## config.mk

```make
export PLATFORM = sky130hd
export DESIGN_NAME = p4g_port
export DESIGN_NICKNAME = d
export VERILOG_FILES = /design/src/hdl/p4g_pkg.sv /design/src/hdl/p4g_sync.sv /design/src/hdl/p4g_port.sv
export SDC_FILE = /design/constraint.sdc
export NUM_CORES = 1
export LEC_CHECK = 0
export BUFFER_PORTS_ARGS = -buffer_cell sky130_fd_sc_hd__buf_2
export CAP_MARGIN = 10
export CORE_MARGIN = 5
export CORE_UTILIZATION = 25
export DETAILED_ROUTE_END_ITERATION = 8
export PLACE_DENSITY_LB_ADDON = 0.3
export RECOVER_POWER = 25
export SLEW_MARGIN = 10
export SYNTH_ARGS = -nofsm -noshare
export SYNTH_HDL_FRONTEND = slang
export SYNTH_SLANG_ARGS = --single-unit
```

## constraint.sdc

```tcl
create_clock -name mclk_i -period 1.81 [get_ports mclk_i]
set_input_delay 0 -clock mclk_i [delete_from_list [all_inputs] [get_ports mclk_i]]
set_output_delay 0 -clock mclk_i [all_outputs]
set_load 0.02 [all_outputs]
```

## src/hdl/p4g_pkg.sv

```systemverilog
package p4g_pkg;
  // Register byte offsets on the AXI4-Lite slave
  localparam logic [3:0] P4G_OFS_DATA    = 4'h0;
  localparam logic [3:0] P4G_OFS_DIR     = 4'h4;
  localparam logic [3:0] P4G_OFS_PULL    = 4'h8;
  localparam logic [3:0] P4G_OFS_AIDIS   = 4'hC;
  localparam int         P4G_ADDR_W      = 4;
  localparam int         P4G_PINS        = 8;
  localparam int         P4G_ANA_PINS    = 4;
  localparam logic [7:0] P4G_DATA_RST    = 8'h00;
  localparam logic [7:0] P4G_DIR_RST     = 8'h00;
  localparam logic [7:0] P4G_PULL_RST    = 8'h00;
  localparam logic [3:0] P4G_AIDIS_RST   = 4'h0;
  localparam logic [7:0] P4G_WAKE_MASK   = 8'hA0;
  localparam logic [1:0] P4G_RESP_OKAY   = 2'h0;
  localparam logic [1:0] P4G_RESP_SLVERR = 2'h2;
endpackage : p4g_pkg

```

## src/hdl/p4g_sync.sv

```systemverilog
`timescale 1ns/1ns
module p4g_sync
  import p4g_pkg::*;
(
  input  wire logic       mclk_i,  // System clock
  input  wire logic       rstn_i,  // Sync reset, active low
  input  wire logic [7:0] d_i,     // Asynchronous pin levels
  output logic      [7:0] q_o      // Synchronised levels
);
  logic [7:0] s1_q;
  logic [7:0] s2_q;

  always_ff @(posedge mclk_i) begin
    if (!rstn_i) begin
      s1_q <= 8'h00;
      s2_q <= 8'h00;
    end else begin
      s1_q <= d_i;
      s2_q <= s1_q;
    end
  end

  assign q_o = s2_q;
endmodule : p4g_sync

```

## src/hdl/p4g_port.sv

```systemverilog
// Design decisions made here: the AXI4-Lite slave port and the placing of the registers.
`timescale 1ns/1ns
// Operation
// - Direction bit 1 makes the pin a port output, 0 a port input.
// - Output pins drive their data latch bit level.
// - Data writes always update latch; input pins do not show it.
// - Output-direction pins without a peripheral claim read back the latch value.
// - Input pins read pin level; read-modify-write reads return the latch.
// - Peripheral output claims pin; reads give pin level, RMW reads latch.
// - Peripheral input pins read pin level; RMW reads return latch.
// - Analog-disable 0 blocks digital input on pins 0 to 3.
// - Reset clears all direction bits, making every pin an input.
// - Reset clears analog-disable bits, digital input blocked on analog pins.
// - Standby with pin-state bit set: pins float, inputs forced low.
// - In that standby, pins 5 and 7 stay open if wake enabled.
// - Standby with pin-state bit clear keeps configuration and output level.
// - Pull-up bit 1 connects the pull-up, 0 disconnects it.
// - A pin driving low always has its pull-up disconnected.
// - Register bit n controls pin n; analog-disable bits 0-3 map pins 0-3.
module p4g_port
  import p4g_pkg::*;
(
  input  wire logic        mclk_i,          // System clock, 20 MHz
  input  wire logic        rstn_i,          // Sync reset, active low
  input  wire logic [3:0]  s_axi_awaddr,    // Write address
  input  wire logic        s_axi_awvalid,   // Write address valid
  output logic             s_axi_awready,   // Write address ready
  input  wire logic [31:0] s_axi_wdata,     // Write data
  input  wire logic [3:0]  s_axi_wstrb,     // Write strobes
  input  wire logic        s_axi_wvalid,    // Write data valid
  output logic             s_axi_wready,    // Write data ready
  output logic [1:0]       s_axi_bresp,     // Write response
  output logic             s_axi_bvalid,    // Write response valid
  input  wire logic        s_axi_bready,    // Write response ready
  input  wire logic [3:0]  s_axi_araddr,    // Read address
  input  wire logic [2:0]  s_axi_arprot,    // Read prot, bit0 marks RMW read
  input  wire logic        s_axi_arvalid,   // Read address valid
  output logic             s_axi_arready,   // Read address ready
  output logic [31:0]      s_axi_rdata,     // Read data
  output logic [1:0]       s_axi_rresp,     // Read response
  output logic             s_axi_rvalid,    // Read data valid
  input  wire logic        s_axi_rready,    // Read data ready
  input  wire logic        rmw_read_i,      // Current read is from an RMW op
  input  wire logic [7:0]  pin_i,           // Pad input levels
  output logic [7:0]       pin_o,           // Pad output levels
  output logic [7:0]       pin_oe_o,        // Pad output enables
  output logic [7:0]       pullup_en_o,     // Pull-up connect per pin
  output logic [3:0]       analog_en_o,     // Analog path enable, pins 0-3
  input  wire logic [7:0]  periph_oe_i,     // Peripheral output enables
  input  wire logic [7:0]  periph_out_i,    // Peripheral output levels
  output logic [7:0]       periph_in_o,     // Gated inputs to peripherals
  input  wire logic        standby_i,       // Stop or watch mode active
  input  wire logic        standby_pin_state_bit_i, // Float pins in standby
  input  wire logic [7:0]  wake_en_i        // Interrupt input enable per pin
);
  logic [7:0] data_q;
  logic [7:0] dir_q;
  logic [7:0] pull_q;
  logic [3:0] aidis_q;
  logic [7:0] pin_sync;
  logic [7:0] pin_gated;
  logic [7:0] drv_oe;
  logic [7:0] drv_lvl;
  logic       float_all;
  logic       aw_hold_q;
  logic       w_hold_q;
  logic [3:0] aw_addr_q;
  logic [31:0] w_data_q;
  logic [3:0] w_strb_q;
  logic       wr_go;
  logic [31:0] rd_val;
  logic        rd_ok;
  logic [7:0]  pad_rd;

  function automatic logic [7:0] merge8(input logic [7:0] old, input logic [31:0] wd,
                                       input logic [3:0] st);
    merge8 = st[0] ? wd[7:0] : old;
  endfunction : merge8

  p4g_sync u_sync (
    .mclk_i (mclk_i),
    .rstn_i (rstn_i),
    .d_i    (pin_i),
    .q_o    (pin_sync)
  );

  // Write channel: address and data accepted in either order
  assign s_axi_awready = !aw_hold_q && !s_axi_bvalid;
  assign s_axi_wready  = !w_hold_q && !s_axi_bvalid;
  assign wr_go         = aw_hold_q && w_hold_q;

  always_ff @(posedge mclk_i) begin
    if (!rstn_i) begin
      aw_hold_q <= 1'b0;
      aw_addr_q <= 4'h0;
    end else if (s_axi_awvalid && s_axi_awready) begin
      aw_hold_q <= 1'b1;
      aw_addr_q <= s_axi_awaddr;
    end else if (wr_go) begin
      aw_hold_q <= 1'b0;
    end
  end

  always_ff @(posedge mclk_i) begin
    if (!rstn_i) begin
      w_hold_q <= 1'b0;
      w_data_q <= 32'h0000_0000;
      w_strb_q <= 4'h0;
    end else if (s_axi_wvalid && s_axi_wready) begin
      w_hold_q <= 1'b1;
      w_data_q <= s_axi_wdata;
      w_strb_q <= s_axi_wstrb;
    end else if (wr_go) begin
      w_hold_q <= 1'b0;
    end
  end

  always_ff @(posedge mclk_i) begin
    if (!rstn_i) begin
      s_axi_bvalid <= 1'b0;
      s_axi_bresp  <= P4G_RESP_OKAY;
    end else if (wr_go) begin
      s_axi_bvalid <= 1'b1;
      s_axi_bresp  <= (aw_addr_q[3:2] <= P4G_OFS_AIDIS[3:2]) ? P4G_RESP_OKAY
                                                              : P4G_RESP_SLVERR;
    end else if (s_axi_bready) begin
      s_axi_bvalid <= 1'b0;
    end
  end

  // Register file; latch always updates whatever the direction
  always_ff @(posedge mclk_i) begin
    if (!rstn_i) begin
      data_q <= P4G_DATA_RST;
    end else if (wr_go && aw_addr_q == P4G_OFS_DATA) begin
      data_q <= merge8(data_q, w_data_q, w_strb_q);
    end
  end

  always_ff @(posedge mclk_i) begin
    if (!rstn_i) begin
      dir_q <= P4G_DIR_RST;
    end else if (wr_go && aw_addr_q == P4G_OFS_DIR) begin
      dir_q <= merge8(dir_q, w_data_q, w_strb_q);
    end
  end

  always_ff @(posedge mclk_i) begin
    if (!rstn_i) begin
      pull_q <= P4G_PULL_RST;
    end else if (wr_go && aw_addr_q == P4G_OFS_PULL) begin
      pull_q <= merge8(pull_q, w_data_q, w_strb_q);
    end
  end

  always_ff @(posedge mclk_i) begin
    if (!rstn_i) begin
      aidis_q <= P4G_AIDIS_RST;
    end else if (wr_go && aw_addr_q == P4G_OFS_AIDIS && w_strb_q[0]) begin
      aidis_q <= w_data_q[P4G_ANA_PINS-1:0];
    end
  end

  // Pad drive: peripheral claim wins over port output
  assign float_all = standby_i && standby_pin_state_bit_i;
  always_comb begin
    for (int i = 0; i < P4G_PINS; i++) begin
      drv_oe[i]  = periph_oe_i[i] | dir_q[i];
      drv_lvl[i] = periph_oe_i[i] ? periph_out_i[i] : data_q[i];
    end
  end

  always_ff @(posedge mclk_i) begin
    if (!rstn_i) begin
      pin_oe_o    <= 8'h00;
      pin_o       <= 8'h00;
      pullup_en_o <= 8'h00;
    end else begin
      pin_oe_o    <= float_all ? 8'h00 : drv_oe;
      pin_o       <= drv_lvl;
      // Pull-up off on low drive, and while floated in standby
      pullup_en_o <= float_all ? 8'h00 : (pull_q & ~(drv_oe & ~drv_lvl));
    end
  end

  assign analog_en_o = ~aidis_q;

  // Input gating: analog-shared pins need their disable bit set
  always_comb begin
    for (int i = 0; i < P4G_PINS; i++) begin
      pin_gated[i] = pin_sync[i];
      if (i < P4G_ANA_PINS && !aidis_q[i % P4G_ANA_PINS]) begin
        pin_gated[i] = 1'b0;
      end
      if (float_all && !(P4G_WAKE_MASK[i] && wake_en_i[i])) begin
        pin_gated[i] = 1'b0;
      end
    end
  end

  always_ff @(posedge mclk_i) begin
    if (!rstn_i) begin
      periph_in_o <= 8'h00;
    end else begin
      periph_in_o <= pin_gated;
    end
  end

  // Read path: output pins not claimed by a peripheral read latch, others read pad unless RMW
  always_comb begin
    for (int i = 0; i < P4G_PINS; i++) begin
      pad_rd[i] = (dir_q[i] && !periph_oe_i[i]) ? data_q[i] : pin_gated[i];
    end
    rd_ok  = 1'b1;
    rd_val = 32'h0000_0000;
    unique case (s_axi_araddr)
      P4G_OFS_DATA:  rd_val[7:0] = (rmw_read_i || s_axi_arprot[0]) ? data_q : pad_rd;
      P4G_OFS_DIR:   rd_val[7:0] = dir_q;
      P4G_OFS_PULL:  rd_val[7:0] = pull_q;
      P4G_OFS_AIDIS: rd_val[3:0] = aidis_q;
      default:       rd_ok = 1'b0;
    endcase
  end

  assign s_axi_arready = !s_axi_rvalid;

  always_ff @(posedge mclk_i) begin
    if (!rstn_i) begin
      s_axi_rvalid <= 1'b0;
      s_axi_rdata  <= 32'h0000_0000;
      s_axi_rresp  <= P4G_RESP_OKAY;
    end else if (s_axi_arvalid && s_axi_arready) begin
      s_axi_rvalid <= 1'b1;
      s_axi_rdata  <= rd_val;
      s_axi_rresp  <= rd_ok ? P4G_RESP_OKAY : P4G_RESP_SLVERR;
    end else if (s_axi_rready) begin
      s_axi_rvalid <= 1'b0;
    end
  end

  // Checks on pad drive, standby gating and the read path
  a_float_pins: assert property (
    @(posedge mclk_i) disable iff (!rstn_i)
    float_all
    |=> pin_oe_o == 8'h00)
    else $error("pins not floated in standby");

  a_drive_dir: assert property (
    @(posedge mclk_i) disable iff (!rstn_i)
    (!float_all && dir_q[0] && !periph_oe_i[0])
    |=> (pin_oe_o[0] && pin_o[0] == $past(data_q[0])))
    else $error("output pin not driving latch");

  a_input_hiz: assert property (
    @(posedge mclk_i) disable iff (!rstn_i)
    (!dir_q[3] && !periph_oe_i[3])
    |=> !pin_oe_o[3])
    else $error("input pin driven");

  a_pull_low: assert property (
    @(posedge mclk_i) disable iff (!rstn_i)
    (drv_oe[2] && !drv_lvl[2])
    |=> !pullup_en_o[2])
    else $error("pull-up on a low pin");

  a_pull_on: assert property (
    @(posedge mclk_i) disable iff (!rstn_i)
    (!float_all && pull_q[6] && !drv_oe[6])
    |=> pullup_en_o[6])
    else $error("pull-up not connected");

  a_analog_block: assert property (
    @(posedge mclk_i) disable iff (!rstn_i)
    !aidis_q[1]
    |-> (!pin_gated[1] && analog_en_o[1]))
    else $error("digital input not blocked");

  a_wake_open: assert property (
    @(posedge mclk_i) disable iff (!rstn_i)
    (float_all && wake_en_i[7])
    |-> pin_gated[7] == pin_sync[7])
    else $error("wake pin blocked");

  a_wake_mask: assert property (
    @(posedge mclk_i) disable iff (!rstn_i)
    float_all
    |-> (pin_gated & ~P4G_WAKE_MASK) == 8'h00)
    else $error("non-wake pin open in standby");

  a_float_pull: assert property (
    @(posedge mclk_i) disable iff (!rstn_i)
    float_all
    |=> pullup_en_o == 8'h00)
    else $error("pull-up on while floated");

  a_hold_level: assert property (
    @(posedge mclk_i) disable iff (!rstn_i)
    (!float_all && drv_oe[1])
    |=> (pin_oe_o[1] && pin_o[1] == $past(drv_lvl[1])))
    else $error("drive not held in standby");

  a_periph_claim: assert property (
    @(posedge mclk_i) disable iff (!rstn_i)
    periph_oe_i[4]
    |=> pin_o[4] == $past(periph_out_i[4]))
    else $error("peripheral level not on pin");

  a_latch_write: assert property (
    @(posedge mclk_i) disable iff (!rstn_i)
    (wr_go && aw_addr_q == P4G_OFS_DATA && w_strb_q[0])
    |=> data_q == $past(w_data_q[7:0]))
    else $error("latch not updated by write");

  a_read_latch: assert property (
    @(posedge mclk_i) disable iff (!rstn_i)
    (s_axi_arvalid && s_axi_arready && s_axi_araddr == P4G_OFS_DATA && !rmw_read_i
     && !s_axi_arprot[0] && dir_q[6] && !periph_oe_i[6])
    |=> s_axi_rdata[6] == $past(data_q[6]))
    else $error("output pin read not latch");

  a_rmw_latch: assert property (
    @(posedge mclk_i) disable iff (!rstn_i)
    (s_axi_arvalid && s_axi_arready && s_axi_araddr == P4G_OFS_DATA && rmw_read_i)
    |=> s_axi_rdata[7:0] == $past(data_q))
    else $error("RMW read not latch");

  a_aidis_upper: assert property (
    @(posedge mclk_i) disable iff (!rstn_i)
    (s_axi_arvalid && s_axi_arready && s_axi_araddr == P4G_OFS_AIDIS)
    |=> s_axi_rdata[7:4] == 4'h0)
    else $error("upper disable bits not zero");

  a_reset_dir: assert property (
    @(posedge mclk_i)
    !rstn_i
    |=> (dir_q == 8'h00 && aidis_q == 4'h0))
    else $error("reset did not clear direction");

  a_reset_pins: assert property (
    @(posedge mclk_i)
    !rstn_i
    |=> pin_oe_o == 8'h00)
    else $error("reset left a pin driven");
endmodule : p4g_port

```

==> metrics, run 1 <==
final setup fails=0; Detail Route Antenna Nets=0; Reg clk slew, reported paths=80 ps; post-CTS sizing=0; pwr/cell area=882.0 nW/um^2; P_leak=2.334 nW; largest family of logic cells by synthesized area=simple AND/OR/NAND/NOR gates; post-synth top area share=0.4891; FF-to-FF path depth=5; Post-synth EDFFs=0; Max Clk Rate=0.6296 GHz; Seq pwr share=0.477; critical path type=register to register; max-slew violation count=0; Main synth FF type=dfxtp_1; R2R setup slack=approximately 220 ps; clk buf depth=2; Clock Sink Count=102; Mapped Area=4175 sq um; post-synthesis sequential area ratio=0.4891; Syn Area/Cell=9.341 sq um; area of placed instances=4835 sq um; post-synthesis simple-gate area fraction=0.2002; Clk Tree Root Cell=clkbuf_16; initial core utilization=0.2536; post-DR wirelength/cell=14.14 um; dpl ws=~210 ps; final worst slack=221.6 ps; fraction of registers with async set/reset=0; compound-cell area share of the yosys netlist=0.1127; FP Rows=47; GPL Wtd Cong=roughly 0.80; fin area=5588 sq um; initial antenna violation count=0; Mapped Cells=around 450; mux cell area share after synthesis=0.1067; DPL Wire Length=8515 um; fraction of layout cells with a size suffix above 1=0.2174; Max Cap Viol=0; drt initial violations=127; # port buffers=103; crit path max fanout=8; #FFs+latches synth=102; Post-route DRC=0; slew of the pin with the lowest slew margin=about 640 ps; largest net degree at the start of global routing=50; clock share of power=0.415; core area=16470 sq um; ant diodes=0; NumNets Final=just under 700; die area=between 15000 and 20000 sq um; Final Util=0.3394; top cells by area, synth=dfxtp_1 49%, mux2i_1 9.6%, nand2_1 6.0%; Worst-Skew Late Latency=350 ps; Worst R2R End=data_q[0]; worst reg2reg startpoint=w_hold_q; Die H=~140 um; Post-CTS Setup Bufs=0; crit share post-route=0.8776; most common cell in the netlist=dfxtp_1; footprint of the multi-input gates=1858 sq um; Combinational Power Share=0.108; total CTS buffers=9; area leader, netlist=dfxtp_1; CTS tree=done; unrepaired setup endpoints after global routing=false; status=finished, final reports clean; worst setup path end=data_q[0]; area growth from synthesis to layout=33.83%; drt pass-1 iters=4; die width=139.2 um; CP Capture Type=register; switching portion of total power=0.2557; Rel. slew slack=0.5714; vias in the first global route=3549; fin crit period=1588 ps; sw power=between 1 and 1.5 mW; register area=between 2000 and 2500 sq um; DR vias/cell=4.307; Setup Skew=approximately 11 ps; post-synthesis adder-cell area fraction=0; Int Power=3.668 mW; I/O pin total=166; Ys Warns=0; Hold WC Path Type=input port to register; post-synthesis xor/xnor area fraction=0; synth unique cells=38; worst path arrival time=1860 ps; Peak VDD IR=438.3 uV; via count=approximately 3500; Design Power=4.928 mW; Fillers=between 1500 and 2000; Detailed Route WL=11570 um; final hold violation count=0; Startpoint Class=register; GRT Util Overall=0.1179; H-tree depth=3; Worst EP required=between 2000 and 2500 ps; first-pass GRT wire length=~18000 um; beginning of the critical path=w_hold_q; remaining global-route overflow=0; synth cell count leaders=102 x dfxtp_1, 67 x nand2_1, 40 x mux2i_1; setup TNS after final layout=0 ps
[how the worst min path moves through the flow]
stage                          from              to  cells past startpoint
floorplan            periph_oe_i[0]     pin_oe_o[0]                      2
global placement           pin_i[1]  u_sync.s1_q[1]                      2
detailed placement         pin_i[2]  u_sync.s1_q[2]                      2
CTS                 s_axi_araddr[2]  s_axi_rdata[2]                      3
global route        s_axi_araddr[2]  s_axi_rdata[2]                      3
finish              s_axi_araddr[2]  s_axi_rdata[2]                      3
[metal layers]
layer / part of all wire / up-vias / GRT usage
met1: 0.45 / 1662 / 0.1476
met2: 0.49 / 108 / 0.1985
met4: 0.013 / 0 / 0.03913
met5: 0 / - / 0
met3: 0.051 / 12 / 0.02985
li1: - / 1741 / -
[logic make-up after synthesis]
family          after synthesis
mux                          44
compound gates               76
flops                       102
other cells                   1
simple gates                160
buf+inv                      64
[through the flow]
stage	cells	hold slack [ps]
finish	818	106.9
global route	818	130.8
CTS	818	96.35
detailed placement	757	212.0
global placement	757	210.8
floorplan	473	115.8
[registers in the layout (all words and copies together), names as in the netlist]
register and count:
pin_o 8, data_q 8, s_axi_rvalid 1, s_axi_rresp 1
pullup_en_o 8, s_axi_bvalid 1, aw_hold_q 1, u_sync.q_o 8
w_strb_q 1, aw_addr_q 4, u_sync.s1_q 8, periph_in_o 8
aidis_q 4, pull_q 8, dir_q 8, s_axi_rdata 8
w_hold_q 1, w_data_q 8, pin_oe_o 8
[cell usage in the layout, fill, tap and decap left out, drive strengths merged, types with 5 or more instances in the layout]
master / count
a21boi: 11
a21oi: 31
and2: 19
buf: 106
clkbuf: 17
conb: 27
dfxtp: 102
dlygate4sd3: 45
inv: 18
mux2i: 40
nand2: 67
nand2b: 7
nor2: 24
nor2b: 16
nor3b: 9
nor4b: 5
o21ai: 15
[power by group through the flow]
| stage | Clock, mW | Sequential (mW) | Combinational [mW] |
|---|---|---|---|
| 2_1_floorplan | 0 | 2.43 | 0.297 |
| 3_3_place_gp | 0 | 2.40 | 0.456 |
| 3_5_place_dp | 0 | 2.41 | 0.464 |
| 4_1_cts | 2.09 | 2.35 | 0.541 |
| 5_1_grt | 2.18 | 2.36 | 0.587 |
| 6_report | 2.04 | 2.35 | 0.534 |
[final cells by class]
cell class | count | share of cell area
clock buffer | 10 | 0.04277
clock inverter | 6 | 0.01343
inverter | 15 | 0.01008
multi-input combinational | 307 | 0.3325
sequential | 102 | 0.3654
tap | 220 | 0.04926
timing repair buffer | 158 | 0.1865
[worst max-delay path, stage by stage, from the launching register on]
cell and delay (ps):
dfxtp_1 370, nand2_1 100, nor4b_2 370, nor3b_2 220, buf_4 250, mux2i_1 210
[timing repair]
item	in CTS	in global routing
hold buffers	45	0
setup endpoints to repair	0	0
hold endpoints to repair	48	0
Note: power is estimated with default switching activity, not from simulation.
==> run 2, diff against run 1 <==
ABC_CLOCK_PERIOD_IN_PS = 1810   (was unset)
RECOVER_POWER = 100   (was 25)
==> run 2 against run 1 <==
First-iteration DRC count down 4.7%. Highest routed layer unchanged. Sequential share of layout area increased by 0.46 points. Clock skew shrank 1.2 ps. Routed wire length rose by 0.22%. Hold slack improved by 3.6 ps. Largest power group unchanged.
==> metrics, run 2 (synthesis results as in run 1) <==
Reg clk slew, reported paths=80 ps (about the same); dpl ws=211.9 ps (unchanged); largest net degree at the start of global routing=50 (unchanged); hold path depth=3 (unchanged); Hold WC Path Type=input port to register; # port buffers=103 (unchanged); remaining global-route overflow=0 (unchanged); Final Util=0.3352 (-0.004180); initial antenna violation count=0 (unchanged); Peak VDD IR=435.0 uV (-0.74%); CP max stage delay=370 ps (about the same); Design Power=4.905 mW (-0.48%); fin area=5519 sq um (-1.2%); CTS tree=done; area of placed instances=4835 sq um (unchanged); Worst Hold Margin=110.5 ps (+3.570 ps); Worst EP required=2080 ps (about the same); GRT Util Overall=0.1179 (unchanged); status=finished, final reports clean; Detailed Route WL=11590 um (+0.22%); most frequent cells in the layout=102 x dfxtp_1, 67 x nand2_1, 60 x clkbuf_1; Placed Instances=757 (unchanged); Post-CTS Setup Bufs=0 (unchanged); post-DR wirelength/cell=14.17 um (+0.22%); final setup fails=0 (unchanged); via count=3517 (-0.17%); unrepaired setup endpoints after global routing=false; fin crit period=1591 ps (+2.738 ps); die area=19390 sq um (unchanged); die width=139.2 um (unchanged); final hold violation count=0 (unchanged); CP Capture Type=register; Max Clk Rate=0.6285 GHz (-0.17%); Clk Tree Root Cell=clkbuf_16; most common cell after layout, fill and taps aside=dfxtp_1; DPL Wire Length=8515 um (unchanged); post-route insts no fill=818 (unchanged); critical path type=register to register; FP Rows=47 (unchanged); I/O pin total=166 (unchanged); DR vias/cell=4.300 (-0.17%); area growth from synthesis to layout=32.18%; crit share post-route=0.8791 (+0.001513); fraction of layout cells with a size suffix above 1=0.1288 (-0.08863); initial core utilization=0.2536 (unchanged); GPL Wtd Cong=0.8008 (unchanged); max-slew violation count=0 (unchanged); Startpoint Class=register; drt initial violations=121 (-4.7%); Setup Skew=9.383 ps (-1.210 ps); vias in the first global route=3549 (unchanged); NumNets Final=682 (unchanged); core area=16470 sq um (unchanged); worst path arrival time=1860 ps (about the same); post-CTS sizing=0 (unchanged); ant diodes=0 (unchanged); H-tree depth=3 (unchanged); pwr/cell area=888.7 nW/um^2 (+0.76%); final worst slack=218.8 ps (-2.738 ps); Clock Sink Count=102 (unchanged); FF-to-FF path depth=5 (unchanged); Max Cap Viol=0 (unchanged); CP cell instances=nand2_1, nor4b_2, nor3b_2, buf_4, mux2i_1; slew of the pin with the lowest slew margin=645.7 ps (+2.725 ps); drt pass-1 iters=4 (unchanged); P_leak=2.138 nW (-8.4%); Fillers=1751 (+1.1%); Worst-Skew Late Latency=350 ps (about the same); setup TNS after final layout=0 ps (unchanged); slowest cell on the critical path=dfxtp_1; Detail Route Antenna Nets=0 (unchanged); crit path max fanout=8 (unchanged); Die H=139.2 um (unchanged); clk buf depth=2 (unchanged); Post-route DRC=0 (unchanged); first-pass GRT wire length=18220 um (unchanged); total CTS buffers=9 (unchanged); Rel. slew slack=0.5695 (-0.001816)
==> run 2: cell count changes in the layout (fill, tap and decap cells not counted) <==
cell	before	now
and2_1	12	10
clkbuf_1	7	60
buf_4	8	7
and2_0	7	9
buf_2	97	45
==> run 2: path summary, 6_finish.rpt <==
path,start,endpoint,slack (ps)
setup / recovery,w_hold_q,data_q[0],220
hold reg to reg,u_sync.s1_q[2],u_sync.q_o[2],440
hold / removal,s_axi_araddr[2],s_axi_rdata[2],110
setup reg to reg,w_hold_q,data_q[0],220
==> run 2: report_power, final <==
| part | switching (mW) | internal, mW |
|---|---|---|
| Clock | 0.899 | 1.13 |
| Sequential | 0.0370 | 2.32 |
| Combinational | 0.315 | 0.206 |
| Total | 1.25 | 3.65 |
==> run 2: per-layer routing <==
| metal | track usage | routed length [um] | share of wire |
|---|---|---|---|
| met2 | 0.1985 | 5646 | 0.49 |
| met4 | 0.03913 | 146 | 0.013 |
| met5 | 0 | 0 | 0 |
| met1 | 0.1476 | 5138 | 0.44 |
| met3 | 0.02985 | 662 | 0.057 |
==> run 2: critical path, delay by kind of cell, from the launching register on <==
family,cells,cell delay [ps]
muxes,1,210
DFF,1,370
and+or+nand+nor,3,690
buffers and inverters,1,250
==> run 2: layout make-up <==
class | instances | area (sq um) | share of cell area
clock buffer | 10 | 239.0 | 0.04330
timing repair buffer | 158 | 973.4 | 0.1764
inverter | 15 | 56.30 | 0.01020
clock inverter | 6 | 75.07 | 0.01360
tap | 220 | 275.3 | 0.04988
sequential | 102 | 2042 | 0.3700
multi-input combinational | 307 | 1858 | 0.3367
==> run 2: repair_timing <==
| action | CTS | global route |
|---|---|---|
| setup endpoints to repair | 0 | 0 |
| hold buffers | 45 | 0 |
| hold endpoints to repair | 48 | 0 |
==> run 3, diff against run 2 <==
CELL_PAD_IN_SITES_DETAIL_PLACEMENT = 1   (was unset)
CELL_PAD_IN_SITES_GLOBAL_PLACEMENT = 1   (was unset)
==> run 3 against run 2 <==
Clock skew increased by 3.3 ps. Routed wire length up 6.8%. Die area stayed put. Via count increased by 0.71%. Cell count is 0.24% lower. Global-route usage up 1.1 points. Setup slack worse by 51 ps. Sequential cell count unchanged. Combinational power up 1%. Highest routed layer unchanged.
==> metrics, run 3 (synthesis results as in run 1) <==
Worst EP required=2090 ps (about the same); final hold violation count=0 (unchanged); fraction of layout cells with a size suffix above 1=0.1242 (-0.004601); die area=19390 sq um (unchanged); vias in the first global route=3915 (+10%); post-DR wirelength/cell=15.17 um (+7.1%); DPL Wire Length=9134 um (+7.3%); Worst-Skew Late Latency=350 ps (about the same); Met2 Wirelength=6416 um (+14%); status=finished, final reports clean; total CTS buffers=9 (unchanged); I/O pin total=166 (unchanged); largest net degree at the start of global routing=88 (+76%); P_leak=2.113 nW (-1.2%); Detailed Route WL=12380 um (+6.8%); critical path type=register to register; GPL Wtd Cong=0.7781 (-2.8%); remaining global-route overflow=0 (unchanged); NumNets Final=680 (-0.29%); Setup Skew=12.68 ps (+3.298 ps); Max Clk Rate=0.6090 GHz (-3.1%); ant diodes=0 (unchanged); max-slew violation count=0 (unchanged); post-route insts no fill=816 (-0.24%); Peak VDD IR=442.6 uV (+1.8%); area growth from synthesis to layout=31.14%; slew of the pin with the lowest slew margin=649.2 ps (+3.492 ps); max layer used=met4; pwr/cell area=866.6 nW/um^2 (-2.5%); DRT met1 WL=5172 um (+0.66%); GRT Util Overall=0.1287 (+0.01076); Die H=139.2 um (unchanged); met3 WL=663 um (+0.15%); worst path arrival time=1920 ps (+60 ps); Startpoint Class=register; crit share post-route=0.9073 (+0.02816); Placed Instances=757 (unchanged); # port buffers=103 (unchanged); via count=3542 (+0.71%); CP Capture Type=register; FP Rows=47 (unchanged); final setup fails=0 (unchanged); Clock Sink Count=102 (unchanged); setup TNS after final layout=0 ps (unchanged); core area=16470 sq um (unchanged); clk buf depth=2 (unchanged); CTS tree=done; Clk Tree Root Cell=clkbuf_16; Max Cap Viol=0 (unchanged); Hold WC Path Type=input port to register; initial core utilization=0.2536 (unchanged); H-tree depth=3 (unchanged); crit path max fanout=8 (unchanged); drt pass-1 iters=4 (unchanged); initial antenna violation count=0 (unchanged); Rel. slew slack=0.5672 (-0.002329); drt initial violations=98 (-19%); Post-route DRC=0 (unchanged); die width=139.2 um (unchanged); Detail Route Antenna Nets=0 (unchanged); Reg clk slew, reported paths=70 ps (about the same); DR vias/cell=4.341 (+0.96%); most frequent cells in the layout=102 x dfxtp_1, 67 x nand2_1, 63 x clkbuf_1; unrepaired setup endpoints after global routing=false; most common cell after layout, fill and taps aside=dfxtp_1; fin crit period=1642 ps (+50.97 ps); first-pass GRT wire length=19820 um (+8.8%)
[run 3: where the power goes]
| group | internal [mW] | switching [mW] |
|---|---|---|
| Clock | 1.01 | 0.855 |
| Combinational | 0.207 | 0.319 |
| Sequential | 2.32 | 0.0369 |
[run 3: final timing paths]
check	startpoint	end	slack [ps]	depth (start not counted)
worst min register to register	u_sync.s1_q[1]	u_sync.q_o[1]	430	1
worst min-delay path	s_axi_araddr[0]	s_axi_rdata[1]	10	4
worst max-delay path	w_hold_q	pull_q[5]	170	5
worst max register to register	w_hold_q	pull_q[5]	170	5
[run 3: repair_timing]
item	in CTS	in global routing
gates resized for setup	0	0
hold endpoints to repair	46	0
hold buffers	43	0
buffers inserted	0	0
[run 3: metal layers]
| layer | GRT usage | vias to the layer above |
|---|---|---|
| met4 | 0.03090 | 0 |
| li1 | - | 1732 |
| met2 | 0.2323 | 82 |
| met3 | 0.04734 | 13 |
| met5 | 0 | - |
| met1 | 0.1437 | 1715 |
[run 3: area by class of cell]
type,count,area (sq um)
Fill cell,1967,10990
Multi-Input combinational cell,307,1858
Clock buffer,12,256.5
Inverter,15,56.30
Sequential cell,102,2042
Timing Repair Buffer,156,958.4
Tap cell,220,275.3
Clock inverter,4,28.78
[run 3: per-stage QoR]
| stage | power (mW) | hold WS, ps | worst slack (ps) | utilization | cell area (sq um) |
|---|---|---|---|---|---|
| 2_1_floorplan | 2.731 | 115.8 | 305.9 | - | 4273 |
| 3_3_place_gp | 2.868 | 214.9 | 286.6 | 0.2944 | 4847 |
| 3_5_place_dp | 2.881 | 211.2 | 208.3 | 0.2944 | 4847 |
| 4_1_cts | 4.842 | 3.879 | 177.6 | 0.3378 | 5563 |
| 5_1_grt | 4.964 | 30.94 | 67.95 | 0.3325 | 5475 |
| 6_report | 4.745 | 12.95 | 167.9 | 0.3325 | 5475 |
[run 3: worst max-delay path: stages (launching register included)]
cell	delay, ps
dfxtp_1	380
nand2_1	100
nor4b_2	360
and3b_1	200
clkbuf_2	310
mux2i_1	220
